File: config.mk
export PLATFORM = sky130hd
export DESIGN_NAME = acs_channel
export DESIGN_NICKNAME = d
export VERILOG_FILES = /design/src/rtl/acs_pkg.sv /design/src/rtl/acs_channel.sv
export SDC_FILE = /design/constraint.sdc
export NUM_CORES = 1
export LEC_CHECK = 0
export ABC_CLOCK_PERIOD_IN_PS = 3900
export BUFFER_PORTS_ARGS = -buffer_cell sky130_fd_sc_hd__buf_2
export CORE_MARGIN = 3
export CORE_UTILIZATION = 55
export CTS_CLUSTER_SIZE = 25
export DETAILED_ROUTE_END_ITERATION = 16
export GPL_TIMING_DRIVEN = 0
export PLACE_DENSITY = 0.79
export SLEW_MARGIN = 20
export SYNTH_ARGS = -nofsm -noshare
export SYNTH_HDL_FRONTEND = slang
export SYNTH_SLANG_ARGS = --single-unit
File: constraint.sdc
create_clock -name sys_clk_i -period 3.9 [get_ports sys_clk_i]
set_clock_uncertainty 0.15 [all_clocks]
set_input_delay 0.78 -clock sys_clk_i [delete_from_list [all_inputs] [get_ports sys_clk_i]]
set_output_delay 0.78 -clock sys_clk_i [all_outputs]
set_load 0.01 [all_outputs]
File: src/rtl/acs_pkg.sv
package acs_pkg;
   localparam int LOC_W = 18;
   localparam int LEN_W = 16;
   localparam int PER_W = 16;
   localparam int VOL_W = 7;
   localparam logic [6:0] VOL_MAX = 7'h40;
   localparam logic [7:0] SAMPLE_ZERO = 8'h00;
   // Direct output stalls after this many sample intervals without a fresh word.
   localparam logic [1:0] STARVE_INTERVALS = 2'h2;
   typedef enum logic [1:0] {
      ACS_IDLE = 2'b00,
      ACS_FETCH = 2'b01,
      ACS_PLAY = 2'b10
   } acs_state_t;
endpackage

File: src/rtl/acs_channel.sv
`timescale 1ns/1ps
// Operation
// With one buffer programmed the data pointer returns to the buffer start after each pass.
// With DMA enabled the interrupt fires right after the start address is fetched.
// With DMA disabled the interrupt fires each time a written word has been sent out.
// In direct mode a word missing for two sample intervals freezes the output at its last value.
// Volume and period act the same in direct mode as in DMA playback.
// Each sample byte is a signed value from -128 to 127.
// When the length count reaches zero the location and length reload and the wave repeats.
// In DMA mode the interrupt comes once location and length are copied to working registers.
// A period down-counter decremented each tick times every sample interval.
module acs_channel #(
   parameter int LOC_W = acs_pkg::LOC_W,
   parameter int LEN_W = acs_pkg::LEN_W,
   parameter int PER_W = acs_pkg::PER_W
) (
   input wire logic sys_clk_i,
   input wire logic reset_i,
   input wire logic dma_en_i,
   input wire logic [LOC_W-1:0] loc_i,
   input wire logic [LEN_W-1:0] len_i,
   input wire logic [PER_W-1:0] period_i,
   input wire logic [acs_pkg::VOL_W-1:0] volume_i,
   input wire logic [15:0] direct_data_i,
   input wire logic direct_wr_i,
   output logic mem_req_o,
   output logic [LOC_W-1:0] mem_addr_o,
   input wire logic mem_ack_i,
   input wire logic [15:0] mem_data_i,
   output logic signed [7:0] dac_sample_o,
   output logic [acs_pkg::VOL_W-1:0] dac_volume_o,
   output logic dac_strobe_o,
   output logic irq_o
);
   acs_pkg::acs_state_t state;
   acs_pkg::acs_state_t next_state;
   logic [LOC_W-1:0] work_loc;
   logic [LEN_W-1:0] work_len;
   logic [PER_W-1:0] per_cnt;
   logic [15:0] word_buf;
   logic word_full;
   logic byte_sel;
   logic [1:0] starve;
   logic [15:0] direct_word;
   logic direct_new;
   logic per_exp;
   logic need_word;
   logic playing;
   logic byte_ready;
   logic play_byte;
   logic mem_take;
   logic direct_take;
   logic word_take;
   logic last_word;
   logic starved;
   logic next_irq;
   logic [acs_pkg::VOL_W-1:0] next_volume;

   function automatic logic [7:0] pick_byte(input logic [15:0] w, input logic lo);
      pick_byte = lo ? w[7:0] : w[15:8];
   endfunction

   function automatic logic [acs_pkg::VOL_W-1:0] clamp_volume(
      input logic [acs_pkg::VOL_W-1:0] v
   );
      clamp_volume = (v > acs_pkg::VOL_MAX) ? acs_pkg::VOL_MAX : v;
   endfunction

   assign playing = (state == acs_pkg::ACS_PLAY);
   assign per_exp = playing && (per_cnt <= PER_W'(1));
   assign byte_ready = word_full || byte_sel;
   assign play_byte = per_exp && byte_ready;
   assign need_word = per_exp && byte_sel;
   assign mem_req_o = dma_en_i && playing && !word_full;
   assign mem_addr_o = work_loc;
   assign mem_take = mem_req_o && mem_ack_i;
   assign direct_take = !dma_en_i && direct_new && !word_full;
   assign word_take = mem_take || direct_take;
   assign last_word = (work_len <= LEN_W'(1));
   assign next_volume = clamp_volume(volume_i);
   // Direct playback gives up only when nothing is buffered and nothing is pending.
   assign starved = !dma_en_i && !direct_new && !word_full
      && (starve >= acs_pkg::STARVE_INTERVALS);

   always_comb begin
      next_state = state;
      case (state)
         acs_pkg::ACS_IDLE: begin
            if (dma_en_i || direct_wr_i) begin
               next_state = acs_pkg::ACS_FETCH;
            end
         end
         acs_pkg::ACS_FETCH: begin
            next_state = acs_pkg::ACS_PLAY;
         end
         acs_pkg::ACS_PLAY: begin
            if (starved) begin
               next_state = acs_pkg::ACS_IDLE;
            end else if (mem_take && last_word) begin
               next_state = acs_pkg::ACS_FETCH;
            end
         end
         default: next_state = acs_pkg::ACS_IDLE;
      endcase
   end

   always_ff @(posedge sys_clk_i) begin
      if (reset_i) begin
         state <= acs_pkg::ACS_IDLE;
      end else begin
         state <= next_state;
      end
   end

   // Working copies are taken in the fetch state, which is also where a pass wraps.
   always_ff @(posedge sys_clk_i) begin
      if (reset_i) begin
         work_loc <= '0;
         work_len <= '0;
      end else if (state == acs_pkg::ACS_FETCH) begin
         work_loc <= loc_i;
         work_len <= len_i;
      end else if (mem_take && !last_word) begin
         work_loc <= work_loc + LOC_W'(1);
         work_len <= work_len - LEN_W'(1);
      end
   end

   // The down-counter sets the sample rate in both modes.
   always_ff @(posedge sys_clk_i) begin
      if (reset_i) begin
         per_cnt <= '0;
      end else if (!playing || per_exp) begin
         per_cnt <= period_i;
      end else begin
         per_cnt <= per_cnt - PER_W'(1);
      end
   end

   // A direct write wins over clearing the pending flag; the previous pending word is still handed off to word_buf.
   always_ff @(posedge sys_clk_i) begin
      if (reset_i) begin
         direct_word <= '0;
         direct_new <= 1'b0;
      end else if (direct_wr_i && !dma_en_i) begin
         direct_word <= direct_data_i;
         direct_new <= 1'b1;
      end else if (direct_take) begin
         direct_new <= 1'b0;
      end
   end

   always_ff @(posedge sys_clk_i) begin
      if (reset_i) begin
         word_buf <= '0;
      end else if (mem_take) begin
         word_buf <= mem_data_i;
      end else if (direct_take) begin
         word_buf <= direct_word;
      end
   end

   // Loads only reach an empty buffer, so a load never meets the low-byte clear.
   always_ff @(posedge sys_clk_i) begin
      if (reset_i) begin
         word_full <= 1'b0;
      end else if (word_take) begin
         word_full <= 1'b1;
      end else if (need_word) begin
         word_full <= 1'b0;
      end
   end

   always_ff @(posedge sys_clk_i) begin
      if (reset_i) begin
         byte_sel <= 1'b0;
      end else if (!playing) begin
         byte_sel <= 1'b0;
      end else if (play_byte) begin
         byte_sel <= ~byte_sel;
      end
   end

   // Counts sample intervals that passed with nothing to play.
   always_ff @(posedge sys_clk_i) begin
      if (reset_i) begin
         starve <= '0;
      end else if (!playing || play_byte) begin
         starve <= '0;
      end else if (per_exp && (starve < acs_pkg::STARVE_INTERVALS)) begin
         starve <= starve + 2'h1;
      end
   end

   always_ff @(posedge sys_clk_i) begin
      if (reset_i) begin
         dac_sample_o <= $signed(acs_pkg::SAMPLE_ZERO);
         dac_strobe_o <= 1'b0;
      end else begin
         dac_strobe_o <= play_byte;
         if (play_byte) begin
            dac_sample_o <= $signed(pick_byte(word_buf, byte_sel));
         end
      end
   end

   // Interrupt timing depends on the data source.
   always_comb begin
      next_irq = 1'b0;
      if (dma_en_i) begin
         next_irq = (state == acs_pkg::ACS_FETCH);
      end else begin
         next_irq = need_word && word_full;
      end
   end

   always_ff @(posedge sys_clk_i) begin
      if (reset_i) begin
         irq_o <= 1'b0;
      end else begin
         irq_o <= next_irq;
      end
   end

   always_ff @(posedge sys_clk_i) begin
      if (reset_i) begin
         dac_volume_o <= '0;
      end else begin
         dac_volume_o <= next_volume;
      end
   end
endmodule

# Word-level counts from Yosys, hierarchy flattened

Cells that the tools add are included.

Add/sub/neg operators: 4
Order comparisons: 5
Eq/ne operators: 4
Mux-type cells: 18
Bitwise gates (word level): 2
Reduce and logical (&&, ||, !) cells: 35

Operators with widths:

| kind                  | count |
|---|---|
| $mux 16               | 5 |
| $mux 18               | 2 |
| $le 16x1->1 const B   | 2 |
| $sub 16x1->16 const B | 2 |
| $add 18x1->18 const B | 1 |
| $logic_and 1x1->1     | 16 |
| $mux 8                | 1 |
| $reduce_bool 2->1     | 4 |
| $gt 7x7->1 const B    | 1 |
| $mux 7                | 1 |
| $mux 2                | 3 |
| $pmux 2 s3            | 1 |
| $reduce_or 2->1       | 3 |
| $logic_not 1->1       | 5 |
| $logic_or 1x1->1      | 5 |
| $mux 1                | 5 |
| $ne 3x1->1 const B    | 1 |
| $add 2x1->2 const B   | 1 |
| $eq 2x1->1 const B    | 1 |
| $eq 2x2->1 const B    | 1 |
| $ge 2x2->1 const B    | 1 |
| $logic_not 2->1       | 1 |
| $lt 2x2->1 const B    | 1 |
| $ne 2x2->1 const B    | 1 |
| 2 further kinds       | 3 |

Register bits after elaboration: 106
Input port bits: 94
Output and inout bits: 36
Logic and storage cells: 83

# Depth between registers and ports, before layout

Gate-level depths: netlist (run 1).

Word-level depth: 8
Gate-level depth with buffers: 8
Gate-level depth less buffers: 7

# Least setup slack after synthesis (run 1)

OpenSTA, ideal clock, no wires.

Path kind: input-to-reg
Start point: input dma_en_i
End point: register work_len[15]
Arrival: 2.376 ns
Required time: 3.659 ns
Path slack: 1.283 ns
Cell stages on the path: 6
Path buffers: 1
Cell sequence: nor4bb_1 > buf_2 > nand4_1 > or3_1 > or4_1 > a311oi_1

Cells in the longest elaborated chain, start to end: 5

Ends and longest elaborated chain:

| item                               | RTL line           | RTL |
|---|---|---|
| start: declaration                 | acs_channel.sv:19  | `input wire logic dma_en_i,` |
| $logic_and 1x1->1 (2 in a row)     | acs_channel.sv:74  | `assign mem_req_o = dma_en_i && playing && !word_full;` |
| net mem_req_o                      | acs_channel.sv:26  | `output logic mem_req_o,` |
| $logic_and 1x1->1                  | acs_channel.sv:76  | `assign mem_take = mem_req_o && mem_ack_i;` |
| $logic_and 1x1->1                  | acs_channel.sv:123 | `end else if (mem_take && !last_word) begin` |
| $reduce_bool 2->1 (no source line) | --                 |  |
| end signal: assignment             | acs_channel.sv:122 | `work_len <= len_i;` |
| end signal: assignment             | acs_channel.sv:125 | `work_len <= work_len - LEN_W'(1);` |
| end: declaration                   | acs_channel.sv:38  | `logic [LEN_W-1:0] work_len;` |

The timed path passes the listed nets, and every way through them passes these cells.
A chain may end at the register's enable or synchronous reset.

# Worst setup path after layout (run 1)

Start point: register work_len[2]
End point: register work_loc[5] (netlist: mem_addr_o[5])

Cells in the longest elaborated chain, start to end: 4

Ends and longest elaborated chain:

| item                               | RTL line           | RTL |
|---|---|---|
| $le 16x1->1                        | acs_channel.sv:79  | `assign last_word = (work_len <= LEN_W'(1));` |
| $logic_not 1->1                    | acs_channel.sv:123 |  |
| $logic_and 1x1->1                  | acs_channel.sv:123 |  |
| $reduce_bool 2->1 (no source line) | --                 |  |
| end signal: assignment             | acs_channel.sv:121 | `work_loc <= loc_i;` |
| end signal: assignment             | acs_channel.sv:124 | `work_loc <= work_loc + LOC_W'(1);` |
| end: declaration                   | acs_channel.sv:37  | `logic [LOC_W-1:0] work_loc;` |

No other way between the ends.

==> results.cfg, run 1 <==
[synthesis]
yosys.area.top_type = dfxtp_1
yosys_warnings = 0
synth.ff_latch_count = 106
syn_nets = 684
yosysMostFrequentCell = dfxtp_1
synthCells = 584
synth-edff-count = 0
async_reset_ff_share_pct = 0
synth.distinct_cells = 48
synthTopCellsByCount = dfxtp_1 (106), nor2_1 (86), a211oi_1 (59), nand2_1 (46), clkbuf_1 (38)
avgSynthCellArea_um2 = 8.52
yosysSeqAreaShare_pct = 42.6
synthFlopType = dfxtp_1
yosysTopAreaCellShare_pct = 42.6
synth.area.top_cells = dfxtp_1 (43%), a211oi_1 (8.9%), nor2_1 (6.5%)
syn_area_um2 = 4980

[global_route]
antenna_found_initial = 0
grt_pass1_wl_mm = 22.4
grtUsageMet1_pct = 35.8
overflow = 0
gr-usage-met2_pct = 43.6
use_met3_pct = 7.02
grt_max_degree = 21
grt_pass1_vias = 4726
busiest_layer = met2
grt_use_total_pct = 27.2

[route]
dr.pass1.iters = 5
drtAntennaViolNets = 0
routedWlPerCell_um = 16.7
viasPerCell = 5.84
drc_errors = 0
dr_total_vias = 4874
routed_wl_mm = 13.9
dr.first_iter.drc_count = 250

[clock_tree]
cts_buffers = 9
clockBufferDepth = 2
root_buffer = clkbuf_8
cts_sinks = 106
cts-hold-fix-buffers = 0
cts_setup_buffers = 0
clkLatencyLatePin_ps = 380
h-tree-depth = 3
cts-resized-gates = 0
clk_pin_slew_ps = 110
cts_tree = yes

[final_layout]
drive_gt1_share_pct = 21.7
antennaDiodeCount = 0
stdcell_area_um2 = 5960
fin_cells = 835
fin_nets = 822
final_util_pct = 68.0
syn_to_final_growth_pct = 19.7

[critical_path]
path_max_fanout = 10
arrival_ps = 3030
start_kind = flop
cp-end-kind = flop
crit_type = flop to flop
cp.required_ps = 4040

[sta]
timing.fmax_mhz = 346
timing.final.max_slew_violations = 0
period_share_pct = 74.0
hold_ws_ps = 319
slew_headroom_pct = 50.7
period_minus_slack_ps = 2890
rsz0062_at_grt = false
setup_viol = 0
tns_ps = 0
hold_violations = 0
worst_pin_slew_ps = 739

[floorplan]
start_util_pct = 56.8
die_h_um = 101
die_w_um = 101
die_area_um2 = 10200
core_um2 = 8760
io_pins = 130
row_count = 34

[power]
ir_worst_vdd_v = 0.000233
power_density_nw_per_um2 = 408
leakagePower_nw = 2.26

[placed_design]
post-dp-hpwl_mm = 10.1
place.gp.congestion = 0.869
io_buffers = 127
placed_cell_area_um2 = 5750
dp.cells = 819

[status]
status = finished clean

[worst_hold_path]
min-delay-path-class = flop to flop

[run]
drv_cap = 0
[per-stage QoR]
stage / power, mW / setup slack [ps]
final: 2.43 / 1010
after global routing: 2.54 / 802
after floorplan: 1.56 / 1280
after CTS: 2.43 / 1050
after global placement: 1.72 / 857
after detailed placement: 1.74 / 838
[logic make-up (layout without fill, tap and decap cells)]
logic type / Yosys count / after routing / share of synthesized area, %
compound gates: 138 / 138 / 19.4
simple gates: 223 / 223 / 22.3
flops: 106 / 106 / 42.6
fa+ha+maj: 6 / 6 / 1.51
xor+xnor: 34 / 34 / 5.98
mux: 18 / 18 / 3.62
buf+inv: 59 / 202 / 4.52
[worst max-delay path: stages (launching register included)]
cell      delay (ps)
dfxtp_1          370
or4_1            540
clkbuf_1         220
nor3_2           440
clkbuf_1         480
a211oi_1         180
xnor2_1          180
a211oi_1         250
[metal layers]
| metal | share of wire, % | vias to the layer above |
|---|---|---|
| met5 | 0 | - |
| met4 | 2.5 | 0 |
| met3 | 8.0 | 32 |
| met2 | 47 | 217 |
| met1 | 42 | 2243 |
| li1 | - | 2382 |
[worst paths after layout]
path,from,end,slack [ps],depth (start not counted)
hold reg to reg,direct_word[0],direct_word[0],320,2
hold / removal,direct_word[0],direct_word[0],320,2
setup reg to reg,work_len[2],mem_addr_o[5],1010,7
setup / recovery,work_len[2],mem_addr_o[5],1010,7
[layout make-up]
type	instances	area (µm²)
plain buffers	42	161
clock buffers	10	138
clock inverters	6	70.1
fillers	756	2810
inverters	17	63.8
multi-input cells	419	2630
flip-flops and latches	106	2120
well taps	108	135
repair buffers	127	636
[sequential cells by signal, summed over array words and instances (netlist names)]
signal	flops
mem_addr_o	18
state	2
irq_o	1
work_len	16
dac_volume_o	7
dac_strobe_o	1
word_full	1
per_cnt	16
word_buf	16
direct_word	16
dac_sample_o	8
byte_sel	1
direct_new	1
starve	2
[placed cells by master, fill, tap and decap left out, drive strengths merged, types with 10 or more instances in the layout]
cell,n
nor3,10
or3,12
dfxtp,106
inv,20
a21oi,29
buf,131
clkbuf,48
nand2,46
xnor2,32
nor4,12
o21ai,12
nor2,86
mux2i,18
a211oi,59
[report_power, final]
| part | internal (mW) | leakage [nW] | total [mW] | switching, mW |
|---|---|---|---|---|
| clock | 0.271 | 0.105 | 0.701 | 0.430 |
| sequential | 1.16 | 0.869 | 1.23 | 0.0737 |
| combinational | 0.200 | 1.29 | 0.494 | 0.294 |
| total | 1.63 | 2.26 | 2.43 | 0.798 |
No activity file was read; power rests on OpenSTA's default activity.
==> run 2: changes to the inputs <==
- ABC_CLOCK_PERIOD_IN_PS: 3900 -> 2600
- CORE_UTILIZATION: 55 -> 48
- PLACE_DENSITY: 0.79 -> 0.72
- clock period: 3.9 -> 2.6 ns (I/O delays scaled with it)
==> run 2 against run 1 <==
Via count down 1.1%. Maximum frequency rose by 15%. Die area is 14% higher. Largest cell class unchanged. Critical path type unchanged. Worst hold slack lost 140 ps. Register-to-register slack got worse by 930 ps. Clock power up 51%. Final cell count up 3.2%.
==> results.cfg, run 2 (same netlist as run 1, synthesis figures left out) <==
[run]
drv_cap = 0

[final_layout]
drive_gt1_share_pct = 23.9
antennaDiodeCount = 0
final_common_cell = buf_2
layout_common_cells = buf_2 (129), dfxtp_1 (106), nor2_1 (84), a211oi_1 (59), nand2_1 (46)
register_area_um2 = 2120
stdcell_area_um2 = 6090
largest_reg_flops = 18
fin_cells = 862
fin_nets = 825
fill_cells = 916
multi_input_area_um2 = 2710
syn_to_final_growth_pct = 22.4

[route]
routed_wl_mm = 14.4
dr.first_iter.drc_count = 222
routedWlPerCell_um = 16.7
dr_total_vias = 4820
drc_errors = 0
dr.pass1.iters = 5
viasPerCell = 5.59
drtAntennaViolNets = 0

[global_route]
grt_use_total_pct = 24.6
grt_pass1_vias = 4548
overflow = 0
grt_max_degree = 18
antenna_found_initial = 0
grt_pass1_wl_mm = 22.5

[floorplan]
row_count = 36
core_um2 = 9910
die_w_um = 108
start_util_pct = 50.2
io_pins = 130
die_area_um2 = 11600
die_h_um = 108

[placed_design]
post-dp-hpwl_mm = 10.4
placed_cell_area_um2 = 5780
io_buffers = 127
dp.cells = 844
place.gp.congestion = 0.851

[sta]
setup_viol = 0
timing.fmax_mhz = 397
tns_ps = 0
slew_headroom_pct = 54.5
worst_pin_slew_ps = 683
hold_ws_ps = 178
period_share_pct = 96.9
rsz0062_at_grt = true
period_minus_slack_ps = 2520
timing.final.max_slew_violations = 0
hold_violations = 0

[critical_path]
start_kind = flop
slowest_delay_ps = 500
cp.required_ps = 2760
reg2reg_slack_ps = 80
critPathBufInv = 2
cp-end-kind = flop
crit_chain = nor4bb_2 > buf_4 > nand2_1 > clkbuf_1 > a2111oi_0 > xnor2_1 > a211oi_1
cp_slowest_cell = a2111oi_0
path_max_fanout = 10
crit_family = compound AO/OA/AOI/OAI gates
crit_type = flop to flop
arrival_ps = 2680

[clock_tree]
h-tree-depth = 3
clockBufferDepth = 2
clkLatencyLatePin_ps = 390
cts-hold-fix-buffers = 0
cts_buffers = 9
root_buffer = clkbuf_8
cts_sinks = 106
clk_pin_slew_ps = 100
cts_tree = yes

[power]
p_total_mw = 3.72
leakagePower_nw = 2.29
power_density_nw_per_um2 = 610
ir_worst_vdd_v = 0.000414

[worst_hold_path]
min-delay-path-class = primary input to flop

[status]
status = finished clean
-- run 2: changes by cell type in the layout (fill, tap and decap cells not counted), moves of 2 or more --
cell / before / now
or4_1: 6 / 4
buf_4: 0 / 7
nor2_1: 86 / 84
clkbuf_1: 38 / 34
nor4_1: 11 / 9
or4_4: 1 / 3
nor2_2: 0 / 2
clkinv_8: 2 / 0
-- run 2: worst reg2reg max path, cell delays in order, from the launching register on --
cell	delay (ps)
dfxtp_1	420
nor4bb_2	350
buf_4	220
nand2_1	120
clkbuf_1	280
a2111oi_0	500
xnor2_1	120
a211oi_1	260
-- run 2: per-layer routing --
layer	wire length (µm)	vias to the layer above	GRT usage (%)
met5	0	-	0
met4	231	0	6.94
met3	989	21	6.42
met2	6700	170	38.9
met1	6430	2238	33.1
li1	-	2391	-
-- run 2: path summary, 6_finish.rpt --
path / cells after the start / start / endpoint
worst min register to register: 2 / direct_word[7] / direct_word[7]
worst max register to register: 7 / word_full / mem_addr_o[16]
worst min-delay path: 2 / volume_i[5] / dac_volume_o[5]
worst max-delay path: 7 / word_full / mem_addr_o[16]
-- run 2: per-stage QoR --
step	util [%]	setup slack, ps
finish	61.5	79.5
global route	61.5	-62.3
floorplan	-	177
CTS	60.8	14.4
detailed placement	58.3	-244
global placement	58.3	-153
-- run 2: what timing repair did --
item | 4_1_cts | 5_1_grt
cloned | 0 | 1
resized for setup | 4 | 14
buffers inserted | 3 | 2
pin swaps | 2 | 2
setup endpoints to repair | 21 | 56
-- run 2: report_power, final --
part / switching, mW / leakage [nW] / internal (mW)
clock: 0.590 / 0.103 / 0.474
sequential: 0.116 / 0.869 / 1.74
combinational: 0.465 / 1.32 / 0.332
-- run 2: layout make-up --
cell class / count / share of cell area (%)
multi-input cells: 420 / 44.5
flip-flops and latches: 106 / 34.8
repair buffers: 132 / 11.0
well taps: 133 / 2.73
plain buffers: 39 / 2.57
clock buffers: 10 / 2.26
inverters: 17 / 1.05
clock inverters: 5 / 1.01
==> run 3: changes to the inputs <==
- CORE_MARGIN: 3 -> default
==> run 3 against run 2 <==
First-iteration DRC count increased by 11%. Total power down 2.3%. Sequential share of layout area is 0.19 points higher. Register-to-register slack improved by 60 ps. Largest cell class unchanged. Worst hold slack better by 0.76 ps. Final cell count stayed put. Clock power is 7% lower. Sequential power barely moved. Sequential cell count stayed put. Combinational power decreased by 0.5%. Non-clock buffer count down 1. Maximum frequency increased by 2.6%.
==> results.cfg, run 3 (same netlist as run 1, synthesis figures left out) <==
[status]
status = finished clean

[sta]
period_minus_slack_ps = 2460
rsz0062_at_grt = false
setup_viol = 0
period_share_pct = 94.5
timing.fmax_mhz = 407
slew_headroom_pct = 52.6
setup_ws_ps = 143
worst_pin_slew_ps = 711
timing.final.max_slew_violations = 0
hold_violations = 0
tns_ps = 0

[clock_tree]
clk_pin_slew_ps = 100
clkLatencyLatePin_ps = 390
cts-hold-fix-buffers = 0
clockBufferDepth = 2
root_buffer = clkbuf_8
h-tree-depth = 3
cts_tree = yes
cts_buffers = 9
cts_sinks = 106

[critical_path]
setup.worst_path.end = dac_sample_o[6]
crit_chain = or4_1 > buf_2 > or4_4 > nor3b_4 > o21ai_2 > a221oi_1
reg2reg_slack_ps = 140
path_max_fanout = 9
cp_slowest_cell = or4_1
crit_type = flop to flop
reg2reg_from = per_cnt[10]
cp-end-kind = flop
start_kind = flop
arrival_ps = 2590
crit_family = simple AND/OR/NAND/NOR gates
rr_endpoint = dac_sample_o[6]
worst-path-stages = 6
setup.worst_path.start = per_cnt[10]
slowest_delay_ps = 510
cp.required_ps = 2730
worst_r2r_path_depth = 6
critPathBufInv = 1

[route]
drc_errors = 0
drtAntennaViolNets = 0
routedWlPerCell_um = 16.1
dr_total_vias = 4865
dr.pass1.iters = 4
viasPerCell = 5.64
dr.first_iter.drc_count = 246
routed_wl_mm = 13.9

[global_route]
grt_max_degree = 19
grt_use_total_pct = 26.2
overflow = 0
antenna_found_initial = 0
grt_pass1_wl_mm = 22.7
grt_pass1_vias = 4722

[final_layout]
syn_to_final_growth_pct = 21.8
drive_gt1_share_pct = 23.5
layout_common_cells = buf_2 (130), dfxtp_1 (106), nor2_1 (85), a211oi_1 (59), nand2_1 (46)
final_common_cell = buf_2
largest_reg_flops = 18
antennaDiodeCount = 0
fin_nets = 824

[power]
leakagePower_nw = 2.28
p_total_mw = 3.63
power_density_nw_per_um2 = 599
ir_worst_vdd_v = 0.000459

[run]
drv_cap = 0

[worst_hold_path]
min-delay-path-class = primary input to flop

[placed_design]
dp_slack_ps = -199
io_buffers = 127
post-dp-hpwl_mm = 9.97
place.gp.congestion = 0.852

[floorplan]
io_pins = 130
start_util_pct = 50.2
row_count = 36
die_h_um = 104
die_w_um = 104
core_um2 = 9910
die_area_um2 = 10800
[run 3: cell count changes in the layout (fill, tap and decap cells not counted), sizes merged]
cell    delta
buf        -1
bufinv     -1
clkbuf     +1
inv        +1
[run 3: timing repair]
action,in CTS,in global routing
resized for setup,3,15
endpoints found under the setup margin,19,58
buffers inserted,2,2
pin swaps,2,3
cloned,0,1
[run 3: how the worst min path moves through the flow]
stage                              start         endpoint  cells after the start
after floorplan           direct_word[0]   direct_word[0]                      2
after global placement    direct_word[0]   direct_word[0]                      2
after detailed placement  direct_word[7]   direct_word[7]                      2
after CTS                    volume_i[4]  dac_volume_o[4]                      2
after global routing         volume_i[4]  dac_volume_o[4]                      2
final                        volume_i[4]  dac_volume_o[4]                      2
[run 3: area by class of cell]
type,instances,area [µm²]
Inverter,17,63.8
Multi-Input combinational cell,420,2700
Fill cell,904,3850
Tap cell,133,166
Clock buffer,11,141
Timing Repair Buffer,131,666
Sequential cell,106,2120
Buffer,39,155
Clock inverter,5,43.8
[run 3: through the flow]
stage               instance area [µm²]  cells  hold slack, ps  util [%]
floorplan                          4980    584             286         -
CTS                                6000    862             160      60.5
detailed placement                 5780    844             296      58.3
global placement                   5780    844             292      58.3
finish                             6060    862             179      61.2
global route                       6060    862             156      61.2
[run 3: power breakdown]
group          internal [mW]  switching, mW  total [mW]  leakage (nW)
sequential              1.74          0.114        1.85         0.869
clock                  0.390          0.595       0.985        0.0949
combinational          0.329          0.464       0.793          1.31
[run 3: layer usage]
layer  global-route usage, %  wire (µm)
met1                    34.2       6290
met2                    41.4       6360
met3                    6.42        881
met4                    10.6        337
met5                       0          0
